--- src/verilog/ttc_map.svh ---
// register offsets, control bit positions and other constants of the triple timer
// Summary of operation
// - three independent 16-bit timers; 0/1 own pins
// - one counter element time-shared over three banks
// - registers accessible while running, no torn reads
// - one wait state on every register access
// - counter servicing continues during locked accesses
// - events: pin edge, quarter clock, timer 2
// - counts undefined at reset; software clears first
// - count equal to limit resets to zero
// - limit zero means 65536 events period
// - equality compare only; overshoot wraps through 0FFFFH
// - no flag or interrupt on plain wrap
// - dual mode alternates limit A then B
// - dual select low uses only limit A
// - limit in use bit, read only, 0 single
// - interrupt request when active limit reached with interrupt enable set
// - limit reached flag sticky, software clears
// - repeated request overwrites unserviced earlier one
// - one request line, per-timer vector, fixed priority
// - count advances only while enable set
// - enable written only with write gate set
// - no auto repeat clears enable at cycle end
// - timers 0/1 gated by input pin
// - prescale select picks timer 2 timeout
// - level gating holds count, pin retrigger clears it
`ifndef TTC_MAP_SVH
`define TTC_MAP_SVH

`define TTC_OFS_T0_COUNT 8'h30
`define TTC_OFS_T0_LIMIT_A 8'h32
`define TTC_OFS_T0_LIMIT_B 8'h34
`define TTC_OFS_T0_CONTROL 8'h36
`define TTC_OFS_T1_COUNT 8'h38
`define TTC_OFS_T1_LIMIT_A 8'h3A
`define TTC_OFS_T1_LIMIT_B 8'h3C
`define TTC_OFS_T1_CONTROL 8'h3E
`define TTC_OFS_T2_COUNT 8'h40
`define TTC_OFS_T2_LIMIT_A 8'h42
`define TTC_OFS_RESERVED 8'h44
`define TTC_OFS_T2_CONTROL 8'h46
`define TTC_OFS_LAST 8'h47

`define TTC_FLD_COUNT 2'h0
`define TTC_FLD_LIMIT_A 2'h1
`define TTC_FLD_LIMIT_B 2'h2
`define TTC_FLD_CONTROL 2'h3

`define TTC_BIT_EN 15
`define TTC_BIT_GATE 14
`define TTC_BIT_IEN 13
`define TTC_BIT_RIU 12
`define TTC_BIT_MC 5
`define TTC_BIT_RTG 4
`define TTC_BIT_PRE 3
`define TTC_BIT_EXT 2
`define TTC_BIT_ALT 1
`define TTC_BIT_AUTO_REPEAT 0

`define TTC_NUM_TIMERS 3
`define TTC_CNT_STEP 16'h0001
`define TTC_OUT_IDLE 1'b1

`endif

--- src/verilog/ttc_pkg.sv ---
// types shared by the triple timer
package ttc_pkg;

  typedef logic [15:0] ttc_word_t;

  // counter element slots; the fourth slot gives the quarter-clock rate
  typedef enum logic [1:0] {SLOT_T0, SLOT_T1, SLOT_T2, SLOT_SPARE} ttc_slot_e;

endpackage : ttc_pkg

--- src/verilog/ttc_top.sv ---
// triple timer: shared counter element, three banks, waited register port
`timescale 1ns/1ps
`include "ttc_map.svh"

module ttc_top
  import ttc_pkg::*;
(
  // clock and reset
  input wire logic core_clk,
  input wire logic rst_n,
  // register port
  input wire logic reg_sel,
  input wire logic reg_rd,
  input wire logic reg_wr,
  input wire logic [7:0] reg_addr,
  input wire logic [15:0] reg_wdata,
  output logic [15:0] reg_rdata,
  output logic reg_ready,
  // timer pins
  input wire logic timer_in0,
  input wire logic timer_in1,
  output logic timer_out0,
  output logic timer_out1,
  // interrupt request
  output logic timer_irq,
  output logic [1:0] timer_irq_id,
  input wire logic timer_irq_ack
);

  ////////////////////////////////////////////////////////////////////////////
  // counter element sequencer

  ttc_slot_e slot;
  ttc_slot_e next_slot;
  wire [3:0] svc_vec;

  always_comb
  begin
    unique case (slot)
      SLOT_T0: next_slot = SLOT_T1;
      SLOT_T1: next_slot = SLOT_T2;
      SLOT_T2: next_slot = SLOT_SPARE;
      SLOT_SPARE: next_slot = SLOT_T0;
    endcase
  end

  // free running, never held by the register port
  always_ff @(posedge core_clk)
  begin
    if (!rst_n)
      slot <= SLOT_T0;
    else
      slot <= next_slot;
  end

  assign svc_vec = 4'(4'h1 << slot);

  ////////////////////////////////////////////////////////////////////////////
  // pin synchronisers and rising edge detect

  wire [2:0] pin_raw;
  logic [2:0] pin_s1;
  logic [2:0] pin_s2;
  logic [2:0] pin_s3;
  wire [2:0] pin_rise;

  assign pin_raw = {1'b0, timer_in1, timer_in0};

  always_ff @(posedge core_clk)
  begin
    if (!rst_n)
    begin
      pin_s1 <= 3'h0;
      pin_s2 <= 3'h0;
      pin_s3 <= 3'h0;
    end
    else
    begin
      pin_s1 <= pin_raw;
      pin_s2 <= pin_s1;
      pin_s3 <= pin_s2;
    end
  end

  assign pin_rise = pin_s2 & ~pin_s3;

  ////////////////////////////////////////////////////////////////////////////
  // register port: request taken, answer one cycle later

  logic wr_pend;
  logic [7:0] wr_addr;
  logic [15:0] wr_data;
  wire take;
  wire [7:0] rd_rel;
  wire [7:0] wr_rel;
  wire rd_in;
  wire wr_in;
  wire [1:0] rd_tim;
  wire [1:0] rd_fld;
  wire [1:0] wr_tim;
  wire [1:0] wr_fld;
  wire rd_ok;
  wire wr_ok;
  logic [15:0] rd_word;

  assign take = reg_sel & (reg_rd | reg_wr) & ~reg_ready;

  assign rd_rel = 8'(reg_addr - `TTC_OFS_T0_COUNT);
  assign wr_rel = 8'(wr_addr - `TTC_OFS_T0_COUNT);
  assign rd_in = (reg_addr >= `TTC_OFS_T0_COUNT) && (reg_addr <= `TTC_OFS_LAST) && !reg_addr[0];
  assign wr_in = (wr_addr >= `TTC_OFS_T0_COUNT) && (wr_addr <= `TTC_OFS_LAST) && !wr_addr[0];
  assign rd_tim = rd_rel[4:3];
  assign rd_fld = rd_rel[2:1];
  assign wr_tim = wr_rel[4:3];
  assign wr_fld = wr_rel[2:1];
  // timer 2 has no second limit: that slot is the reserved word
  assign rd_ok = rd_in && !(rd_tim == 2'h2 && rd_fld == `TTC_FLD_LIMIT_B);
  assign wr_ok = wr_pend && wr_in && !(wr_tim == 2'h2 && wr_fld == `TTC_FLD_LIMIT_B);

  // bank state as seen by the port
  wire [15:0] cnt_v [3];
  wire [15:0] lim_a_v [3];
  wire [15:0] lim_b_v [3];
  wire [15:0] ctl_v [3];
  wire [2:0] hit_v;
  wire [2:0] riu_v;
  wire [2:0] alt_v;
  wire t2_hit;

  always_comb
  begin
    rd_word = 16'h0000;
    if (rd_ok)
    begin
      unique case (rd_fld)
        `TTC_FLD_COUNT: rd_word = cnt_v[rd_tim];
        `TTC_FLD_LIMIT_A: rd_word = lim_a_v[rd_tim];
        `TTC_FLD_LIMIT_B: rd_word = lim_b_v[rd_tim];
        `TTC_FLD_CONTROL: rd_word = ctl_v[rd_tim];
      endcase
    end
  end

  // read data snapshots whole words; writes land in the answer cycle, while ready is high
  always_ff @(posedge core_clk)
  begin
    if (!rst_n)
    begin
      reg_ready <= 1'b0;
      reg_rdata <= 16'h0000;
      wr_pend <= 1'b0;
      wr_addr <= 8'h00;
      wr_data <= 16'h0000;
    end
    else
    begin
      reg_ready <= take;
      reg_rdata <= (take && reg_rd) ? rd_word : 16'h0000;
      wr_pend <= take & reg_wr;
      wr_addr <= reg_addr;
      wr_data <= reg_wdata;
    end
  end

  ////////////////////////////////////////////////////////////////////////////
  // timer banks, serviced one per slot

  for (genvar k = 0; k < `TTC_NUM_TIMERS; k++)
  begin : g_tim
    localparam bit FULL = (k != 2);

    logic [15:0] cnt_q;
    logic [15:0] lim_a_q;
    logic [15:0] lim_b_q;
    logic en_q;
    logic auto_repeat_q;
    logic alt_q;
    logic riu_q;
    logic mc_q;
    logic ext_q;
    logic pre_q;
    logic rtg_q;
    logic ien_q;
    logic armed_q;
    logic edge_q;
    logic t2_q;
    logic [15:0] ctl_q;

    wire svc;
    wire [15:0] lim_act;
    wire [15:0] cnt_inc;
    wire match;
    wire ev;
    wire ok;
    wire retrig;
    wire step;
    wire hit;
    wire cyc_end;
    wire wr_me;
    wire wr_cnt;
    wire wr_lim_a;
    wire wr_lim_b;
    wire wr_ctl;

    assign svc = svc_vec[k];
    assign lim_act = (FULL && alt_q && riu_q) ? lim_b_q : lim_a_q;
    assign cnt_inc = 16'(cnt_q + `TTC_CNT_STEP);
    // equality on the next value: limit 0 matches after 0FFFFH
    assign match = (cnt_inc == lim_act);
    assign ev = (FULL && ext_q) ? edge_q : ((FULL && pre_q) ? t2_q : 1'b1);
    assign ok = en_q
      && !(FULL && !ext_q && !rtg_q && !pin_s2[k])
      && !(FULL && !ext_q && rtg_q && !armed_q);
    assign retrig = FULL && !ext_q && rtg_q && edge_q && en_q;
    assign step = svc && ok && ev && !retrig;
    assign hit = step && match;
    assign cyc_end = !(FULL && alt_q) || riu_q;

    assign wr_me = wr_ok && (wr_tim == 2'(k));
    assign wr_cnt = wr_me && (wr_fld == `TTC_FLD_COUNT);
    assign wr_lim_a = wr_me && (wr_fld == `TTC_FLD_LIMIT_A);
    assign wr_lim_b = wr_me && (wr_fld == `TTC_FLD_LIMIT_B) && FULL;
    assign wr_ctl = wr_me && (wr_fld == `TTC_FLD_CONTROL);

    // count and limits carry no reset value
    always_ff @(posedge core_clk)
    begin
      if (svc && retrig)
        cnt_q <= 16'h0000;
      else if (step)
        cnt_q <= match ? 16'h0000 : cnt_inc;
      if (wr_cnt)
        cnt_q <= wr_data;
      if (wr_lim_a)
        lim_a_q <= wr_data;
      if (wr_lim_b)
        lim_b_q <= wr_data;
    end

    always_ff @(posedge core_clk)
    begin
      if (!rst_n)
      begin
        en_q <= 1'b0;
        auto_repeat_q <= 1'b0;
        alt_q <= 1'b0;
        riu_q <= 1'b0;
        mc_q <= 1'b0;
        ext_q <= 1'b0;
        pre_q <= 1'b0;
        rtg_q <= 1'b0;
        ien_q <= 1'b0;
        armed_q <= 1'b0;
        edge_q <= 1'b0;
        t2_q <= 1'b0;
      end
      else
      begin
        // latched pin edge and timer 2 timeout, consumed at service, set wins
        edge_q <= pin_rise[k] | (edge_q & ~svc);
        t2_q <= t2_hit | (t2_q & ~svc);
        if (!en_q)
          armed_q <= 1'b0;
        else if (svc && retrig)
          armed_q <= 1'b1;
        if (hit && FULL && alt_q)
          riu_q <= ~riu_q;
        if (hit && cyc_end && !auto_repeat_q)
          en_q <= 1'b0;
        if (wr_ctl)
        begin
          if (wr_data[`TTC_BIT_GATE])
            en_q <= wr_data[`TTC_BIT_EN];
          auto_repeat_q <= wr_data[`TTC_BIT_AUTO_REPEAT];
          ien_q <= wr_data[`TTC_BIT_IEN];
          mc_q <= wr_data[`TTC_BIT_MC];
          if (FULL)
          begin
            alt_q <= wr_data[`TTC_BIT_ALT];
            ext_q <= wr_data[`TTC_BIT_EXT];
            pre_q <= wr_data[`TTC_BIT_PRE];
            rtg_q <= wr_data[`TTC_BIT_RTG];
            if (!wr_data[`TTC_BIT_ALT])
              riu_q <= 1'b0;
          end
        end
        if (hit)
          mc_q <= 1'b1;
      end
    end

    // gate bit is never stored and reads zero
    always_comb
    begin
      ctl_q = 16'h0000;
      ctl_q[`TTC_BIT_EN] = en_q;
      ctl_q[`TTC_BIT_IEN] = ien_q;
      ctl_q[`TTC_BIT_RIU] = riu_q && alt_q;
      ctl_q[`TTC_BIT_MC] = mc_q;
      ctl_q[`TTC_BIT_RTG] = rtg_q;
      ctl_q[`TTC_BIT_PRE] = pre_q;
      ctl_q[`TTC_BIT_EXT] = ext_q;
      ctl_q[`TTC_BIT_ALT] = alt_q;
      ctl_q[`TTC_BIT_AUTO_REPEAT] = auto_repeat_q;
    end

    assign cnt_v[k] = cnt_q;
    assign lim_a_v[k] = lim_a_q;
    assign lim_b_v[k] = FULL ? lim_b_q : 16'h0000;
    assign ctl_v[k] = ctl_q;
    assign hit_v[k] = hit && ien_q;
    assign riu_v[k] = riu_q;
    assign alt_v[k] = alt_q;
  end

  assign t2_hit = g_tim[2].hit;

  ////////////////////////////////////////////////////////////////////////////
  // timer output pins

  always_ff @(posedge core_clk)
  begin
    if (!rst_n)
    begin
      timer_out0 <= `TTC_OUT_IDLE;
      timer_out1 <= `TTC_OUT_IDLE;
    end
    else
    begin
      // dual: high on limit A, low on B; single: low one clock after a hit
      timer_out0 <= alt_v[0] ? ~riu_v[0] : ~g_tim[0].hit;
      timer_out1 <= alt_v[1] ? ~riu_v[1] : ~g_tim[1].hit;
    end
  end

  ////////////////////////////////////////////////////////////////////////////
  // interrupt merge: timer 0 highest, timer 2 lowest

  logic [2:0] pend;
  wire [2:0] ack_vec;
  wire [2:0] next_pend;
  wire [1:0] next_id;

  assign ack_vec = timer_irq_ack ? 3'(3'h1 << timer_irq_id) : 3'h0;
  // a new hit re-sets the same bit, so an unserviced one is overwritten
  assign next_pend = hit_v | (pend & ~ack_vec);
  assign next_id = next_pend[0] ? 2'h0 : (next_pend[1] ? 2'h1 : 2'h2);

  always_ff @(posedge core_clk)
  begin
    if (!rst_n)
    begin
      pend <= 3'h0;
      timer_irq <= 1'b0;
      timer_irq_id <= 2'h0;
    end
    else
    begin
      pend <= next_pend;
      timer_irq <= |next_pend;
      timer_irq_id <= next_id;
    end
  end

endmodule : ttc_top

--- config.mk ---
export PLATFORM = sky130hd
export DESIGN_NAME = ttc_top
export DESIGN_NICKNAME = d
export VERILOG_FILES = /design/src/verilog/ttc_pkg.sv /design/src/verilog/ttc_top.sv
export VERILOG_INCLUDE_DIRS = /design/src /design/src/verilog
export SDC_FILE = /design/constraint.sdc
export NUM_CORES = 1
export LEC_CHECK = 0
export BUFFER_PORTS_ARGS = -buffer_cell sky130_fd_sc_hd__buf_4
export CELL_PAD_IN_SITES_DETAIL_PLACEMENT = 2
export CELL_PAD_IN_SITES_GLOBAL_PLACEMENT = 2
export CORE_UTILIZATION = 41
export DETAILED_ROUTE_END_ITERATION = 12
export GPL_ROUTABILITY_DRIVEN = 0
export PLACE_DENSITY_LB_ADDON = 0.1
export SLEW_MARGIN = 0
export SYNTH_ARGS = -nofsm -noshare
export SYNTH_HDL_FRONTEND = slang
export SYNTH_SLANG_ARGS = --single-unit
--- constraint.sdc ---
create_clock -name core_clk -period 3.35 [get_ports core_clk]
set_clock_uncertainty 0.1 [all_clocks]
set_input_delay 0.335 -clock core_clk [delete_from_list [all_inputs] [get_ports core_clk]]
set_output_delay 0.335 -clock core_clk [all_outputs]
set_load 0.01 [all_outputs]
# [Word-level counts from Yosys, hierarchy flattened]
# Index checks and enable logic that the tools add are counted.
# W data, S select, Z words.
[word_totals] out_inout_bits=22 input_bits=32 elab_cells=263 register_bits=214
[op_classes] n_shift=2 mux=56 n_addsub=5 reduce_logical=104 n_eq_ne=15 n_bitwise=26 magnitude_cmp=5
[op_table] op="$mux W16" n=21
[op_table] op="$bmux W16 S2" n=4
[op_table] op="$logic_and A1 B1 Y1" n=64
[op_table] op="$pmux W16 S4" n=1
[op_table] op="$add A16 B1 Y16 const B" n=3
[op_table] op="$eq A16 B16 Y1" n=3
[op_table] op="$mux W1" n=27
[op_table] op="$logic_not A1 Y1" n=23
[op_table] op="$eq A2 B2 Y1 const B" n=8
[op_table] op="$ge A8 B6 Y1 const B" n=2
[op_table] op="$le A8 B7 Y1 const B" n=2
[op_table] op="$sub A5 B5 Y5 const B" n=2
[op_table] op="$eq A2 B1 Y1 const B" n=4
[op_table] op="$logic_not A2 Y1" n=4
[op_table] op="$not A1 Y1" n=8
[op_table] op="$pmux W2 S4" n=1
[op_table] op="$reduce_bool A2 Y1" n=4
[op_table] op="$and A1 B1 Y1" n=7
[op_table] op="$reduce_bool A3 Y1" n=2
[op_table] op="$shl A1 B2 Y3 const A" n=2
[op_table] op="$or A1 B1 Y1" n=5
[op_table] op="$reduce_and A2 Y1" n=2
[op_table] op="$and A3 B3 Y3" n=1
[op_table] op="$ge A3 B3 Y1 const B" n=1
[op_table] op="other kinds (11)" n=12

# [Depth between registers and ports, before layout]
# Gate-level depths: netlist (run 1).
[depth] ltp_word=15 mapped_depth=10 depth_no_buf=8

# [Least setup slack after synthesis (run 1)]
# No wires, ideal clock.
[synth_path] kind="register -> register" start="register g_tim[0].cnt_q[0]" end="register g_tim[0].cnt_q[8], data pin" path_buffers=2 setup_ns=0.261 period_less_slack_ns=2.806 arrival_ns=2.444 stages_incl_launch_ff=11 setup_slack_ns=0.544 required_ns=2.989 path_cell_list="edfxtp_1 ha_1 nand2_1 or3_1 clkbuf_1 or4_1 nand3_1 o21ai_1 o31ai_4 buf_6 o21ai_2"
[synth_via] elab_chain_len=6
[synth_lines] element="start: declaration" line="ttc_top.sv:172" rtl="logic [15:0] cnt_q;"
[synth_lines] element="start signal: assignment" line="ttc_top.sv:231" rtl="cnt_q <= match ? 16'h0000 : cnt_inc;"
[synth_lines] element="start signal: assignment" line="ttc_top.sv:233" rtl="cnt_q <= wr_data;"
[synth_lines] element="$add A16 B1 Y16 (no source line) (*)"
[synth_lines] element="$eq A16 B16 Y1" line="ttc_top.sv:209" rtl="assign match = (cnt_inc == lim_act);"
[synth_lines] element="$mux W16 (*)" line="ttc_top.sv:231"
[synth_lines] element="$mux W16 (*)" line="ttc_top.sv:230" rtl="else if (step)"
[synth_lines] element="$mux W16 (*)" line="ttc_top.sv:228" rtl="if (svc && retrig)"
[synth_lines] element="$mux W16 (*)" line="ttc_top.sv:232" rtl="if (wr_cnt)"
# Mark *: on every way between the ends. The rest lies on a longest branch, timed or not. The select of a mux whose other input is x is not followed.
# A chain may end at the register's enable or synchronous reset.

# [Worst setup path in the final report (run 1)]
[layout_path] start="register g_tim[2].cnt_q[1]" end="register g_tim[2].cnt_q[6], data pin"
[layout_via] elab_chain_len=5
[layout_lines] element="start: declaration" line="ttc_top.sv:172"
[layout_lines] element="start signal: assignment" line="ttc_top.sv:231"
[layout_lines] element="start signal: assignment" line="ttc_top.sv:233"
[layout_lines] element="$add A16 B1 Y16 (no source line) (*)"
[layout_lines] element="$eq A16 B16 Y1" line="ttc_top.sv:209"
[layout_lines] element="$mux W16 (*)" line="ttc_top.sv:231"
[layout_lines] element="$mux W16 (*)" line="ttc_top.sv:230"
[layout_lines] element="$mux W16 (*)" line="ttc_top.sv:232"
# Marks and branches as above.

==> results.json, run 1 <==
{
  "synth_fa_ha_area_share_pct": 0.755,
  "die_w_um": 168,
  "synthXorXnorAreaFrac_pct": 7.96,
  "startpoint": "g_tim[2].cnt_q[1]",
  "root_buffer": "clkbuf_16",
  "pre_cts_ws_ps": 68.7,
  "timing.rr.end": "g_tim[2].cnt_q[6]",
  "grt_pass1_vias": 10000,
  "hpwl_um": 30600,
  "synth_top_family_by_area": "simple AND/OR/NAND/NOR gates",
  "drv_slew": 0,
  "setup_viol": 0,
  "insertion_delay_ps": 570,
  "synth_compound_area_share_pct": 13.6,
  "max-vdd-ir-drop_mv": 0.346,
  "r2r_setup_slack_ps": 130,
  "p_per_area_nw_per_um2": 450,
  "final_util_pct": 49.6,
  "run_status": "finished clean",
  "setup_slack_ps": 133,
  "power_mw": 6.02,
  "drive_gt1_share_pct": 17.5,
  "htreeDepth": 1,
  "fin_crit_ps": 3220,
  "final_nets": 1203,
  "crit_path_end_kind": "flip-flop",
  "cts_sinks": 214,
  "grt_pass1_wl_um": 63300,
  "maxCapViolations": 0,
  "antenna_found_initial": 3,
  "fill_cells": 2709,
  "viasPerCell": 6.04,
  "wl_per_cell_um": 27.9,
  "diodes": 0,
  "gr-usage-all-layers_pct": 30.6,
  "routed-via-count": 9227,
  "ys_warn_count": 0,
  "reg2reg_depth": 10,
  "setup_tns_ps": 0,
  "antenna_left": 0,
  "grt_max_degree": 54,
  "critPathArrivalTime_ps": 3420,
  "synth_edf_count": 128,
  "cts.path.max_buffers": 3,
  "dp_cells": 1447,
  "ys.flop_type": "edfxtp_1",
  "syn_inst": 1068,
  "clk_pin_slew_worst_paths_ps": 60,
  "routed_wirelength_um": 42700,
  "p_leak_nw": 4.89,
  "cts_inserted_buffers": 27,
  "cp-start-kind": "flip-flop",
  "rr_startpoint": "g_tim[2].cnt_q[1]",
  "drt-initial-drc-count": 698,
  "worstSetupEndpoint": "g_tim[2].cnt_q[6]",
  "synth-seq-cells": 214,
  "row_count": 60,
  "synthArstFlopShare_pct": 0,
  "final-hold-violation-count": 0,
  "period_share_pct": 96.0,
  "synth_nets": 1106,
  "clock.fmax_mhz": 311,
  "worstSetupPathType": "reg -> reg",
  "num_io_pins": 54,
  "maxSlewHeadroom_pct": 36.3,
  "die_height_um": 168,
  "synth_area_um2": 11300,
  "synthMuxAreaShare_pct": 7.53,
  "drc": 0,
  "area_growth_pct": 18.8,
  "grt-ovfl-total": 0,
  "yosys.area_share.simple_pct": 17.7,
  "required_ps": 3560,
  "crit_fanout": 16,
  "tritoncts": "built",
  "synth.distinct_cells": 76,
  "core_area_um2": 27000,
  "avgSynthCellArea_um2": 10.5,
  "tightest_slew_ps": 955,
  "initial_core_util_pct": 41.8,
  "die_area_um2": 28100,
  "port_buffers": 53,
  "synth-seq-area-share_pct": 49.4,
  "firstDrtPassIters": 4,
  "hp-class": "in -> reg",
  "fin_cells": 1527
}
[report_power, final]
part | internal (mW) | switching (mW)
registers | 2.81 | 0.0729
clock network | 1.66 | 1.20
logic | 0.128 | 0.159
total | 4.59 | 1.43
[area by class of cell]
class	instances	area (um2)	share of cell area, %
tap	341	427	3.19
inverter	19	71.3	0.533
timing repair buffer	132	1070	8.01
clock inverter	12	103	0.767
sequential	214	5570	41.6
multi-input combinational	771	5390	40.2
clock buffer	38	757	5.66
[critical path, cell delays in order (launching register included)]
cell	delay, ps
edfxtp_1	440
ha_1	300
nand4_1	260
maj3_1	450
a211oi_1	370
a31oi_1	120
a211oi_1	280
buf_4	190
and2_1	120
buf_4	220
o31ai_1	110
[Yosys cell counts, types with 6 or more instances]
library cell | n | share of area (%)
nor3_1 | 18 | 0.80
nand2_1 | 106 | 3.5
a21boi_0 | 10 | 0.67
xnor3_1 | 13 | 2.6
nand2b_1 | 15 | 0.83
inv_1 | 19 | 0.63
nor2_1 | 67 | 2.2
o21ai_0 | 49 | 2.2
o211ai_1 | 6 | 0.40
a31oi_1 | 7 | 0.39
xor2_1 | 22 | 1.7
mux2_2 | 12 | 1.2
ha_1 | 6 | 0.67
and2_1 | 39 | 2.2
nor4_1 | 10 | 0.56
mux2i_1 | 60 | 5.3
or3_1 | 12 | 0.67
and3_1 | 17 | 0.94
edfxtp_1 | 128 | 34
dfxtp_1 | 86 | 15
buf_1 | 7 | 0.23
nand4_1 | 13 | 0.72
a21oi_1 | 67 | 3.0
clkbuf_1 | 39 | 1.3
xnor2_1 | 47 | 3.7
buf_2 | 12 | 0.53
a211oi_1 | 21 | 1.4
o21a_1 | 6 | 0.40
o31ai_1 | 18 | 1.2
a2111oi_0 | 9 | 0.70
nand3_1 | 36 | 1.6
o21ai_2 | 10 | 0.78
[cells by family (layout without fill, tap and decap cells)]
kind of cell / count (synthesis) / after routing
mux: 77 / 77
simple gates: 374 / 374
compound gates: 231 / 231
flops: 214 / 214
buf+inv: 83 / 201
xor+xnor: 82 / 82
fa+ha+maj: 7 / 7
[stage by stage]
step / hold slack [ps] / cell area, um2
2_1_floorplan: 312 / 11300
3_3_place_gp: 313 / 12200
3_5_place_dp: 324 / 12200
4_1_cts: 113 / 13300
5_1_grt: 142 / 13400
6_report: 134 / 13400
[what timing repair did]
action | in CTS | in global routing
hold endpoints to repair | 24 | 0
hold buffers | 26 | 0
resized for setup | 2 | 4
setup buffers | 0 | 4
setup endpoints to repair | 18 | 32
cloned | 0 | 0
[state kept, by name, summed over array words and instances, names as in the netlist, 3 cells and up]
signal               cells
g_tim.cnt_q             48
g_tim.lim_a_q           48
g_tim.lim_b_q           32
reg_rdata               16
wr_data                 16
wr_addr                  8
g_tim.auto_repeat_q      3
g_tim.en_q               3
g_tim.ien_q              3
g_tim.mc_q               3
pend                     3
[worst min-delay path by stage]
stage | start | slack (ps) | endpoint | cells after the start
3_5_place_dp | pin_s1[1] | 320 | pin_s2[1] | 1
2_1_floorplan | pin_s1[0] | 310 | pin_s2[0] | 1
5_1_grt | reg_addr[2] | 140 | wr_addr[2] | 2
4_1_cts | reg_rd | 110 | wr_pend | 4
6_report | reg_addr[2] | 130 | wr_addr[2] | 2
3_3_place_gp | pin_s1[1] | 310 | pin_s2[1] | 1
[routing by layer]
metal	global-route usage [%]	up-vias	share of wire, %
met2	51.6	323	48
met3	5.11	107	6.0
li1	-	4116	-
met5	0	-	0.030
met4	15.1	2	4.9
met1	38.1	4679	41
[cell usage in the layout, fill, tap and decap left out, drive strengths merged, types with 4 or more instances in the layout]
master / instances
a21boi: 10
nand3: 36
xnor3: 13
a21o: 4
and3: 17
xor2: 22
o21a: 6
nand4: 18
dfxtp: 86
edfxtp: 128
nor2: 69
o21ai: 61
nand2b: 15
o22ai: 4
a2111oi: 10
a21oi: 67
xnor2: 47
clkbuf: 38
nor3: 20
mux2i: 60
o211ai: 7
and2: 39
buf: 106
inv: 21
clkinv: 9
a31oi: 7
nand2: 107
mux2: 12
o31ai: 20
dlygate4sd3: 26
ha: 6
a211oi: 21
mux4: 5
or3: 12
nor4: 13
(Power assumes the default switching activity.)
==> inputs of run 2 (changes only) <==
--- a/config.mk
+++ b/config.mk
@@ -13,6 +13,7 @@
 export DETAILED_ROUTE_END_ITERATION = 12
 export GPL_ROUTABILITY_DRIVEN = 0
 export PLACE_DENSITY_LB_ADDON = 0.1
+export REMOVE_ABC_BUFFERS = 1
 export SLEW_MARGIN = 0
 export SYNTH_ARGS = -nofsm -noshare
 export SYNTH_HDL_FRONTEND = slang
==> run 2 against run 1 <==
Die area is the same. Total power is 2.7% higher. Non-clock buffer count increased by 1. Largest cell class unchanged. Cell count shrank 0.13%. Sequential share of layout area down 0.22 points. Maximum frequency grew 1.6%. Utilization increased by 0.26 points. Hold slack worse by 110 ps. Via count fell by 0.87%.
==> results.json, run 2 (synthesis gave the netlist of run 1 again) <==
{
  "hold_start": "reg_addr[3]",
  "die_height_um": 168,
  "crit_slowest_cell": "edfxtp_1",
  "power_mw": 6.19,
  "grt_pass1_vias": 9914,
  "fin_cells": 1525,
  "final_common_cell": "edfxtp_1",
  "port_buffers": 53,
  "antenna_found_initial": 2,
  "seq_power_share_pct": 46.2,
  "dp_cells": 1452,
  "setup_tns_ps": 0,
  "hold_path_end": "wr_addr[3]",
  "clock.fmax_mhz": 316,
  "area_growth_pct": 19.4,
  "cp-start-kind": "flip-flop",
  "htreeDepth": 1,
  "crit_path_end_kind": "flip-flop",
  "root_buffer": "clkbuf_16",
  "cpPeakStageDelay_ps": 510,
  "setup_viol": 0,
  "routed_wirelength_um": 41600,
  "max-vdd-ir-drop_mv": 0.306,
  "cts_inserted_buffers": 25,
  "viasPerCell": 6.00,
  "die_area_um2": 28100,
  "rr_startpoint": "g_tim[2].cnt_q[0]",
  "crit_fanout": 16,
  "layout_common_cells": "edfxtp_1 (128), buf_4 (107), nand2_1 (106), dfxtp_1 (86)",
  "critPathArrivalTime_ps": 3340,
  "p_int_mw": 4.77,
  "hpwl_um": 29400,
  "tritoncts": "built",
  "drt-initial-drc-count": 634,
  "final_nets": 1202,
  "maxSlewHeadroom_pct": 40.0,
  "wl_per_cell_um": 27.3,
  "insertion_delay_ps": 550,
  "core_area_um2": 27000,
  "grt-ovfl-total": 0,
  "routed-via-count": 9147,
  "drv_slew": 0,
  "switching_share_pct": 23.0,
  "final-hold-violation-count": 0,
  "die_w_um": 168,
  "p_clk_share_pct": 49.0,
  "cts.path.max_buffers": 3,
  "path_cells": "ha_1 > xnor2_1 > o211ai_1 > a2111oi_0 > nand4_1 > nor4b_4 > and2_1 > buf_4 > o31ai_1",
  "tightest_slew_ps": 897,
  "p_per_area_nw_per_um2": 460,
  "grt_max_degree": 53,
  "firstDrtPassIters": 5,
  "p_leak_nw": 4.93,
  "fin_crit_ps": 3170,
  "initial_core_util_pct": 41.8,
  "run_status": "finished clean",
  "maxCapViolations": 0,
  "hp-class": "in -> reg",
  "clk_pin_slew_worst_paths_ps": 60,
  "combPwrFrac_pct": 4.8,
  "num_io_pins": 54,
  "r2r_setup_slack_ps": 180,
  "reg2reg_depth": 9,
  "netSwitchingPower_mw": 1.42,
  "cts_sinks": 214,
  "antenna_left": 0,
  "final_util_pct": 49.9,
  "drc": 0,
  "grt_pass1_wl_um": 62400,
  "worstSetupPathType": "reg -> reg",
  "rsz0062_at_grt": "false",
  "reg_top3": "g_tim.cnt_q: 48 flops, g_tim.lim_a_q: 48 flops, g_tim.lim_b_q: 32 flops",
  "gr-usage-all-layers_pct": 30.0,
  "row_count": 60,
  "drive_gt1_share_pct": 17.8,
  "timing.rr.end": "g_tim[2].cnt_q[10]",
  "required_ps": 3530,
  "hold_path_depth": 2,
  "period_share_pct": 94.5
}
## run 2: metrics by stage
step           area [um2]  hold WS, ps  setup WS (ps)
3_3_place_gp        12300          323            205
3_5_place_dp        12300          347           29.8
4_1_cts             13400         8.86           40.9
2_1_floorplan       11000          311           58.1
6_report            13500         23.1            184
5_1_grt             13400         44.9           1.88
## run 2: worst max-delay path: cells and delay by family (launching register included)
kind,cells,cell delay [ps]
and+or+nand+nor,3,770
xor gates and xnor gates,1,260
adders and majority gates,1,320
DFF,1,510
AOI/OAI and AO/OA,3,660
buffers and inverters,1,270
## run 2: layer usage
metal,vias to the layer above,global-route usage (%),part of all wire [%]
li1,4112,-,-
met1,4702,37.3,42
met2,237,51.7,49
met3,96,3.90,4.6
met4,0,13.9,4.8
met5,-,0,0
## run 2: power by group through the flow
| stage | combinational [mW] | clock, mW | sequential, mW |
|---|---|---|---|
| 6_report | 0.298 | 3.03 | 2.86 |
| 5_1_grt | 0.321 | 3.14 | 2.86 |
| 4_1_cts | 0.297 | 3.06 | 2.86 |
| 3_5_place_dp | 0.271 | 0 | 2.92 |
| 3_3_place_gp | 0.264 | 0 | 2.91 |
| 2_1_floorplan | 0.126 | 0 | 2.89 |
## run 2: cell type report
| class | instances | area, um2 |
|---|---|---|
| sequential | 214 | 5570 |
| fill | 2727 | 13500 |
| inverter | 19 | 71.3 |
| clock buffer | 36 | 803 |
| clock inverter | 10 | 116 |
| multi-input combinational | 771 | 5380 |
| tap | 341 | 427 |
| antenna | 1 | 2.50 |
| timing repair buffer | 133 | 1080 |
## run 2: repair_timing
action | CTS | global route
endpoints found under the setup margin | 16 | 3
hold buffers | 24 | 0
resized for setup | 1 | 2
cloned | 0 | 0
endpoints found under the hold margin | 24 | 0
setup buffers | 0 | 2
## run 2: worst max path at each step
stage | startpoint | to
CTS | g_tim[1].cnt_q[1] | timer_out1
global route | g_tim[2].cnt_q[0] | g_tim[2].cnt_q[11]
global placement | g_tim[1].cnt_q[0] | timer_out1
detailed placement | g_tim[2].cnt_q[0] | g_tim[2].cnt_q[5]
finish | g_tim[2].cnt_q[0] | g_tim[2].cnt_q[10]
floorplan | wr_addr[4] | g_tim[2].cnt_q[0]
==> inputs of run 3 (changes only) <==
--- a/config.mk
+++ b/config.mk
@@ -12,6 +12,7 @@
 export CORE_UTILIZATION = 41
 export DETAILED_ROUTE_END_ITERATION = 12
 export GPL_ROUTABILITY_DRIVEN = 0
+export MAX_ROUTING_LAYER = met4
 export PLACE_DENSITY_LB_ADDON = 0.1
 export REMOVE_ABC_BUFFERS = 1
 export SLEW_MARGIN = 0
==> run 3 against run 2 <==
Maximum frequency down 0.14%. Combinational power about the same. Utilization about the same. Clock-buffer cell count unchanged. Non-clock buffer count unchanged. Global-route usage up 0.90 points. First-iteration DRC count up 6.0%. Sequential cell count unchanged. Routed wire length about the same. Register-to-register slack about the same. Total power about the same. Sequential share of layout area about the same. Largest cell class unchanged.
==> results.json, run 3 (synthesis gave the netlist of run 1 again) <==
{
  "p_per_area_nw_per_um2": 460,
  "seq_power_share_pct": 46.2,
  "maxSlewHeadroom_pct": 42.5,
  "tightest_slew_ps": 860,
  "setup_slack_ps": 179,
  "p_leak_nw": 4.92,
  "routed-via-count": 9107,
  "crit_fanout": 16,
  "num_io_pins": 54,
  "initial_core_util_pct": 41.8,
  "antenna_left": 0,
  "p_clk_share_pct": 49.0,
  "hp-class": "in -> reg",
  "cts_sinks": 214,
  "period_share_pct": 94.6,
  "clock.fmax_mhz": 315,
  "run_status": "finished clean",
  "setup_tns_ps": 0,
  "layout_common_cells": "edfxtp_1 (128), buf_4 (107), nand2_1 (106), dfxtp_1 (86)",
  "setup_viol": 0,
  "final_nets": 1202,
  "max-vdd-ir-drop_mv": 0.305,
  "final_util_pct": 49.9,
  "drv_slew": 0,
  "drt-initial-drc-count": 672,
  "hpwl_um": 29400,
  "viasPerCell": 5.97,
  "pre_cts_ws_ps": 29.8,
  "final-hold-violation-count": 0,
  "insertion_delay_ps": 550,
  "critPathArrivalTime_ps": 3350,
  "rsz0062_at_grt": "false",
  "crit_path_end_kind": "flip-flop",
  "area_growth_pct": 19.3,
  "die_w_um": 168,
  "maxCapViolations": 0,
  "netSwitchingPower_mw": 1.42,
  "drc": 0,
  "gr-usage-all-layers_pct": 30.9,
  "clk_pin_slew_worst_paths_ps": 60,
  "cp-start-kind": "flip-flop",
  "die_height_um": 168,
  "combPwrFrac_pct": 4.8,
  "wl_per_cell_um": 27.3,
  "fin_crit_ps": 3170,
  "grt_max_degree": 53,
  "routed_wirelength_um": 41600,
  "reg_top3": "g_tim.cnt_q: 48 flops, g_tim.lim_a_q: 48 flops, g_tim.lim_b_q: 32 flops",
  "fill_cells": 2726,
  "core_area_um2": 27000,
  "fin_hold_ws_ps": 23.8,
  "port_buffers": 53,
  "drive_gt1_share_pct": 17.8,
  "cts.path.max_buffers": 3,
  "root_buffer": "clkbuf_16",
  "htreeDepth": 1,
  "grt_pass1_wl_um": 62400,
  "cts_inserted_buffers": 25,
  "tritoncts": "built",
  "worstSetupPathType": "reg -> reg",
  "row_count": 60,
  "antenna_found_initial": 2,
  "switching_share_pct": 23.0,
  "grt-ovfl-total": 0,
  "firstDrtPassIters": 5,
  "p_int_mw": 4.77,
  "grt_pass1_vias": 9920,
  "die_area_um2": 28100,
  "final_common_cell": "edfxtp_1",
  "required_ps": 3530
}
==> run 3: cell counts in the layout (fill, tap and decap cells not counted) <==
No cell type changed its count.
==> run 3: cell type report <==
type | count | area (um2) | area share, %
Antenna cell | 1 | 2.50 | 0.0186
Clock buffer | 36 | 803 | 5.98
Clock inverter | 10 | 116 | 0.866
Inverter | 19 | 71.3 | 0.531
Multi-Input combinational cell | 771 | 5370 | 40.0
Sequential cell | 214 | 5570 | 41.4
Tap cell | 341 | 427 | 3.17
Timing Repair Buffer | 133 | 1080 | 8.06
==> run 3: worst max-delay path, cell delays in order, from the launching register on <==
cell and delay (ps):
edfxtp_1 510, ha_1 320, xnor2_1 250, o211ai_1 110, a2111oi_0 420, nand4_1 220
nor4b_2 390, and2_1 200, buf_4 270, o31ai_1 120
==> run 3: final timing paths <==
check,from,endpoint,slack (ps),cells past startpoint
hold / removal,reg_addr[3],wr_addr[3],20,2
hold reg to reg,pin_s1[0],pin_s2[0],350,1
setup reg to reg,g_tim[2].cnt_q[0],g_tim[2].cnt_q[10],180,9
setup / recovery,g_tim[2].cnt_q[0],g_tim[2].cnt_q[10],180,9
==> run 3: metal layers <==
metal | routed length, um | global-route usage [%]
met5 | 0 | -
met2 | 20500 | 51.8
met4 | 1870 | 13.9
met1 | 17600 | 37.2
met3 | 1560 | 3.90
==> run 3: power groups by stage <==
stage	Clock, mW	Sequential [mW]	Combinational, mW
3_5_place_dp	0	2.92	0.271
3_3_place_gp	0	2.91	0.264
5_1_grt	3.13	2.86	0.321
4_1_cts	3.06	2.86	0.297
6_report	3.03	2.86	0.297
2_1_floorplan	0	2.89	0.126
==> run 3: timing repair <==
item,in CTS,in global routing
gates resized for setup,1,1
hold endpoints to repair,24,0
hold buffers,24,0
setup endpoints to repair,16,2
buffers inserted,0,2
==> run 3: stage by stage <==
step	power (mW)	area (um2)	instances
2_1_floorplan	3.01	11000	1004
3_3_place_gp	3.18	12300	1452
3_5_place_dp	3.19	12300	1452
4_1_cts	6.22	13400	1522
5_1_grt	6.32	13400	1525
6_report	6.19	13400	1525
